**src/hw/masr_pkg.sv**
```systemverilog
package masr_pkg;

    // ------------------------------------------------------------
    // Register map
    // ------------------------------------------------------------
    // Register indices; byte address is four times the index
    localparam int unsigned ADR_W = 13;
    localparam logic [10:0] IDX_PHASE = 11'h210;
    localparam logic [10:0] IDX_SPEED = 11'h216;
    localparam logic [10:0] IDX_CURRENT = 11'h410;
    localparam logic [ADR_W-1:0] ADDR_PHASE = {IDX_PHASE, 2'b00};
    localparam logic [ADR_W-1:0] ADDR_SPEED = {IDX_SPEED, 2'b00};
    localparam logic [ADR_W-1:0] ADDR_CURRENT = {IDX_CURRENT, 2'b00};

    localparam int unsigned DATA_W = 32;
    localparam logic [DATA_W-1:0] WORD_RESET = 32'h0000_0000;
    localparam logic [DATA_W-1:0] UNMAPPED_READ = 32'h0000_0000;
    localparam logic [DATA_W-1:0] PHASE_READ_MASK = 32'h0000_ffff;

    // Word slots held by the word registers
    localparam int unsigned WORD_COUNT = 3;
    localparam int unsigned WORD_PHASE = 0;
    localparam int unsigned WORD_SPEED = 1;
    localparam int unsigned WORD_CURRENT = 2;

    // ------------------------------------------------------------
    // Motor phase codes
    // ------------------------------------------------------------
    localparam int unsigned PHASE_CODE_W = 5;
    localparam logic [PHASE_CODE_W-1:0] PHASE_IDLE = 5'h00;
    localparam logic [PHASE_CODE_W-1:0] PHASE_CL_ALIGNED = 5'h09;
    localparam logic [PHASE_CODE_W-1:0] PHASE_ACTIVE_BRAKING = 5'h0a;
    localparam logic [PHASE_CODE_W-1:0] PHASE_MOTOR_FAULT = 5'h0e;
    localparam logic [PHASE_CODE_W-1:0] PHASE_EXTR_STOP_CHECK = 5'h0f;
    localparam logic [PHASE_CODE_W-1:0] PHASE_EXTR_DONE = 5'h17;
    localparam logic [PHASE_CODE_W-1:0] PHASE_EXTR_FAULT = 5'h18;

    // Fixed-point scale of speed and current words
    localparam int unsigned SCALE_FRAC_BITS = 27;

endpackage : masr_pkg

```
**src/hw/masr_upd_if.sv**
```systemverilog
`timescale 1ns/1ps
`default_nettype none

interface masr_upd_if;
    logic valid;
    logic [31:0] data;

    modport src (
        output valid,
        output data
    );
    modport dst (
        input valid,
        input data
    );
endinterface : masr_upd_if

`default_nettype wire

```
**src/hw/masr_word_reg.sv**
```systemverilog
`timescale 1ns/1ps
`default_nettype none

module masr_word_reg
    import masr_pkg::*;
(
    input wire logic clk_in,
    input wire logic rst_in,
    masr_upd_if.dst upd_dst,
    output logic [DATA_W-1:0] value_out
);

    // ------------------------------------------------------------
    // Whole-word capture
    // ------------------------------------------------------------
    // One edge loads all 32 bits, so no reader sees a torn value
    always_ff @(posedge clk_in or posedge rst_in) begin
        if (rst_in) begin
            value_out <= WORD_RESET;
        end else if (upd_dst.valid) begin
            value_out <= upd_dst.data;
        end
    end

endmodule : masr_word_reg

`default_nettype wire

```
**src/hw/masr_status_regs.sv**
```systemverilog
`timescale 1ns/1ps
`default_nettype none

// How it works
// - The phase word sits at index 0x210, resets to zero, code in 15-0.
// - Phase codes 0x0 to 0x9 cover idle through closed loop aligned.
// - Phase codes 0xA to 0xE cover braking, stops and the motor fault.
// - Phase codes 0xF to 0x18 cover parameter extraction steps.
// - The pulse speed word sits at index 0x216, 32 bits, resets to zero.
// - The speed word is raw Q27 of full-scale speed, kept unaltered.
// - The supply current word sits at index 0x410, resets to zero.
// - The current word is raw Q27 times 1.25 A, kept unaltered.
// - Software writes are acknowledged but never change any word.
module masr_status_regs
    import masr_pkg::*;
(
    input wire logic mclk_in,
    input wire logic sys_rst_in,
    input wire logic wb_cyc_in,
    input wire logic wb_stb_in,
    input wire logic wb_we_in,
    input wire logic [ADR_W-1:0] wb_adr_in,
    input wire logic [3:0] wb_sel_in,
    input wire logic [DATA_W-1:0] wb_dat_in,
    output logic [DATA_W-1:0] wb_dat_out,
    output logic wb_ack_out,
    input wire logic phase_valid_in,
    input wire logic [PHASE_CODE_W-1:0] phase_code_in,
    input wire logic speed_valid_in,
    input wire logic [DATA_W-1:0] speed_value_in,
    input wire logic current_valid_in,
    input wire logic [DATA_W-1:0] current_value_in,
    output logic motor_fault_out,
    output logic extraction_active_out,
    output logic write_ignored_out
);

    // ------------------------------------------------------------
    // Update sources from the control algorithm
    // ------------------------------------------------------------
    logic [WORD_COUNT-1:0] src_valid;
    logic [DATA_W-1:0] src_data [WORD_COUNT];
    logic [DATA_W-1:0] word_val [WORD_COUNT];
    logic phase_code_ok;

    // Codes past the last defined one are dropped, old phase stays
    assign phase_code_ok = (phase_code_in <= PHASE_EXTR_FAULT);

    always_comb begin
        src_valid[WORD_PHASE] = phase_valid_in && phase_code_ok;
        src_data[WORD_PHASE] = {{(DATA_W-PHASE_CODE_W){1'b0}},
                                phase_code_in};
        // Raw fixed-point words; scaling is done by software
        src_valid[WORD_SPEED] = speed_valid_in;
        src_data[WORD_SPEED] = speed_value_in;
        src_valid[WORD_CURRENT] = current_valid_in;
        src_data[WORD_CURRENT] = current_value_in;
    end

    // ------------------------------------------------------------
    // Word registers
    // ------------------------------------------------------------
    masr_upd_if upd [WORD_COUNT] ();

    genvar gi;
    generate
        for (gi = 0; gi < WORD_COUNT; gi++) begin : g_word
            assign upd[gi].valid = src_valid[gi];
            assign upd[gi].data = src_data[gi];
            masr_word_reg u_word (
                .clk_in(mclk_in),
                .rst_in(sys_rst_in),
                .upd_dst(upd[gi]),
                .value_out(word_val[gi])
            );
        end
    endgenerate

    // ------------------------------------------------------------
    // Wishbone decode
    // ------------------------------------------------------------
    logic bus_req;
    logic [DATA_W-1:0] rd_next;
    logic [PHASE_CODE_W-1:0] phase_now;

    // One wait state: ack rises the cycle after the request
    assign bus_req = wb_cyc_in && wb_stb_in && !wb_ack_out;
    assign phase_now = word_val[WORD_PHASE][PHASE_CODE_W-1:0];

    always_comb begin
        rd_next = UNMAPPED_READ;
        if (wb_adr_in[1:0] == 2'b00) begin
            case (wb_adr_in[ADR_W-1:2])
                IDX_PHASE: begin
                    rd_next = word_val[WORD_PHASE] & PHASE_READ_MASK;
                end
                IDX_SPEED: begin
                    rd_next = word_val[WORD_SPEED];
                end
                IDX_CURRENT: begin
                    rd_next = word_val[WORD_CURRENT];
                end
                default: begin
                    rd_next = UNMAPPED_READ;
                end
            endcase
        end
    end

    // ------------------------------------------------------------
    // Bus answer
    // ------------------------------------------------------------
    always_ff @(posedge mclk_in or posedge sys_rst_in) begin
        if (sys_rst_in) begin
            wb_ack_out <= 1'b0;
        end else begin
            wb_ack_out <= bus_req;
        end
    end

    // Whole word taken in one edge, never two halves
    always_ff @(posedge mclk_in or posedge sys_rst_in) begin
        if (sys_rst_in) begin
            wb_dat_out <= WORD_RESET;
        end else if (bus_req && !wb_we_in) begin
            wb_dat_out <= rd_next;
        end
    end

    // Writes touch nothing; a pulse flags the discarded write
    always_ff @(posedge mclk_in or posedge sys_rst_in) begin
        if (sys_rst_in) begin
            write_ignored_out <= 1'b0;
        end else begin
            write_ignored_out <= bus_req && wb_we_in;
        end
    end

    // ------------------------------------------------------------
    // Phase-derived indications
    // ------------------------------------------------------------
    always_ff @(posedge mclk_in or posedge sys_rst_in) begin
        if (sys_rst_in) begin
            motor_fault_out <= 1'b0;
        end else begin
            motor_fault_out <= (phase_now == PHASE_MOTOR_FAULT) ||
                               (phase_now == PHASE_EXTR_FAULT);
        end
    end

    always_ff @(posedge mclk_in or posedge sys_rst_in) begin
        if (sys_rst_in) begin
            extraction_active_out <= 1'b0;
        end else begin
            extraction_active_out <= (phase_now >= PHASE_EXTR_STOP_CHECK) &&
                                     (phase_now <= PHASE_EXTR_DONE);
        end
    end
endmodule : masr_status_regs

`default_nettype wire

```
**config.mk**
```make
export PLATFORM = sky130hd
export DESIGN_NAME = masr_status_regs
export DESIGN_NICKNAME = d
export VERILOG_FILES = /design/src/hw/masr_pkg.sv /design/src/hw/masr_upd_if.sv /design/src/hw/masr_word_reg.sv /design/src/hw/masr_status_regs.sv
export SDC_FILE = /design/constraint.sdc
export NUM_CORES = 1
export LEC_CHECK = 0
export ABC_AREA = 1
export BUFFER_PORTS_ARGS = -buffer_cell sky130_fd_sc_hd__buf_2
export CORE_MARGIN = 3
export CORE_UTILIZATION = 59
export CTS_BUF_LIST = sky130_fd_sc_hd__clkbuf_2 sky130_fd_sc_hd__clkbuf_4 sky130_fd_sc_hd__clkbuf_8
export CTS_CLUSTER_DIAMETER = 60
export DETAILED_ROUTE_END_ITERATION = 16
export GPL_ROUTABILITY_DRIVEN = 1
export PLACE_DENSITY = 0.95
export REMOVE_ABC_BUFFERS = 1
export SLEW_MARGIN = 20
export SYNTH_ARGS = -nofsm -noshare
export SYNTH_HDL_FRONTEND = slang
export SYNTH_HIERARCHICAL = 1
export SYNTH_SLANG_ARGS = --single-unit
```
**constraint.sdc**
```tcl
create_clock -name mclk_in -period 3.3 [get_ports mclk_in]
set_input_delay 0.66 -clock mclk_in [delete_from_list [all_inputs] [get_ports mclk_in]]
set_output_delay 0.66 -clock mclk_in [all_outputs]
set_load 0.05 [all_outputs]
```
==> summary.txt <==
placed cell area: 0.00592 mm^2
final period utilization: 62.2%
proportion of layout cells with a drive suffix above 1: 25.9%
number of fill cells: 578
clk sink count: 116
worst hold path type: input port to asynchronous set/reset pin
crit path capture type: flop
crit path DAT: 2430 ps
placer congestion estimate: 0.815
initial core utilization: 61.6%
drt via density: 5.63
largest net degree at the start of global routing: 49
CP required: 3680 ps
number of remaining DRC errors: 0
Post-Syn Area: 0.00545 mm^2
area of the multi-input gates: 0.00209 mm^2
Worst Reg-to-Reg Cells: 6
Worst-Skew Late Latency: 440 ps
hold buffers post-CTS: 0
Detail Route Antenna Nets: 0
number of max-cap violations: 0
Critical Path Source Type: input port
clock-pin slew on the worst setup and hold paths: 70 ps
worst slew pin tran: 1080 ps
Initial DRT Pass Iterations: 5
Seq pwr share: 46.8%
CP Max Fanout: 33
reg2reg start: wb_ack_out$_DFF_PP0_
Post-Route WL: 15.1 mm
H-Tree Depth: 4
Placed Cells incl. Taps: 865
sw power: 0.836 mW
CTS tree: yes
# rows: 34
leakage: 3.68 nW
Worst Setup Path Type: input port to flop
Final Setup Violations: 0
Root Driver: clkbuf_8
Register Area: 0.00290 mm^2
Finished Cell Area: 0.00637 mm^2
outcome: finished clean
post_cts resized: 0
syn_area_per_cell: 8.31 um^2
Final TNS setup: 0 ps
fin cells: 897
sw frac: 24.7%
GR Overflow Total: 0
Die Y: 102 um
Die Area: 0.0104 mm^2
nets@finish: 902
clk_skew: 8.60 ps
VDD IR max: 0.355 mV
initial antenna violation count: 1
dpl hpwl: 8.90 mm
Final Max Tran Viols: 0
first-pass GRT wire length: 23.6 mm
Achievable Freq: 487 MHz
CTS buffer count: 17
Clk pwr share: 44.3%
detailed-route via count: 5052
Tmin final: 2050 ps
Util after Layout: 72.0%
FF-to-FF End: wb_dat_out[18]$_DFFE_PP0P_
Rel. slew slack: 28.2%
Area Growth Syn to Fin: 16.8%
R2R setup slack: 1580 ps
final hold violations: 0
drt first-iter violations: 448
I/O Pins: 162
Port Buffers: 125
post-synthesis cell count: 656
internal power: 2.56 mW
postcts setup bufs: 0
combinational power share: 8.9%
RSZ-0062 raised after global routing: false
chip width: 102 um
pwr dens: 533 mW/mm^2
yosys warns: 6
core outline area: 0.00885 mm^2
wire per inst: 16.8 um
gr usage total: 29.8%
clock buffer depth: 2
Hold Slack: 225 ps
vias in the first global route: 5167
-- layer usage --
layer  global-route usage [%]  wire, um  up-vias
met4                     18.0       762        0
met1                     32.6      5250     2384
li1                         -         -     2270
met3                     8.53      1370       81
met5                        0         0        -
met2                     51.4      7720      317
-- per-stage QoR --
stage / worst slack, ps / power (mW)
2_1_floorplan: 511 / 1.76
3_3_place_gp: 941 / 1.88
3_5_place_dp: 852 / 1.90
4_1_cts: 1300 / 3.39
5_1_grt: 1200 / 3.50
6_report: 1250 / 3.39
-- layout by cell type (no fill, tap or decap), types with 8 or more instances in the layout --
| cell type | instances |
|---|---|
| buf_4 | 8 |
| clkbuf_8 | 18 |
| conb_1 | 11 |
| buf_2 | 125 |
| nand2_2 | 31 |
| dfrtp_1 | 116 |
| nand3_1 | 99 |
| inv_1 | 15 |
| nand2_1 | 327 |
| nor2_1 | 8 |
-- worst max-delay path, stage by stage --
cell and delay (ps):
buf_2 120, nor2_1 160, nand2_2 100, nor2_4 100, buf_4 360, nand2_1 170
a21oi_4 160, buf_4 360, nand2_1 160, nand2_1 80
-- area by class of cell --
class	count	share of cell area, %
multi-input combinational	488	32.9
inverter	20	1.53
sequential	116	45.6
antenna	1	0.0393
clock buffer	21	4.24
tap	108	2.12
clock inverter	10	2.83
timing repair buffer	133	10.8
-- power by group through the flow --
stage	sequential [mW]	clock [mW]	combinational (mW)
final	1.59	1.50	0.302
after global routing	1.59	1.57	0.336
after CTS	1.58	1.51	0.298
after detailed placement	1.61	0	0.291
after global placement	1.60	0	0.277
after floorplan	1.60	0	0.152
-- flip-flops by register name, summed over array words and instances, names as in the netlist --
register / flops
extraction_active_out: 1
wb_dat_out: 32
g_word.u_word/value_out: 80
motor_fault_out: 1
write_ignored_out: 1
wb_ack_out: 1
-- worst max-delay path by stage --
stage | startpoint | end | slack (ps) | depth (start not counted)
6_report | wb_adr_in[3] | wb_dat_out[11]$_DFFE_PP0P_ | 1250 | 10
5_1_grt | wb_adr_in[3] | wb_dat_out[24]$_DFFE_PP0P_ | 1200 | 9
4_1_cts | wb_adr_in[3] | wb_dat_out[11]$_DFFE_PP0P_ | 1300 | 10
3_5_place_dp | wb_adr_in[3] | wb_dat_out[11]$_DFFE_PP0P_ | 850 | 10
3_3_place_gp | wb_adr_in[9] | wb_dat_out[11]$_DFFE_PP0P_ | 940 | 10
2_1_floorplan | wb_adr_in[5] | wb_dat_out[0]$_DFFE_PP0P_ | 510 | 7
Note: power is estimated with default switching activity, not from simulation.
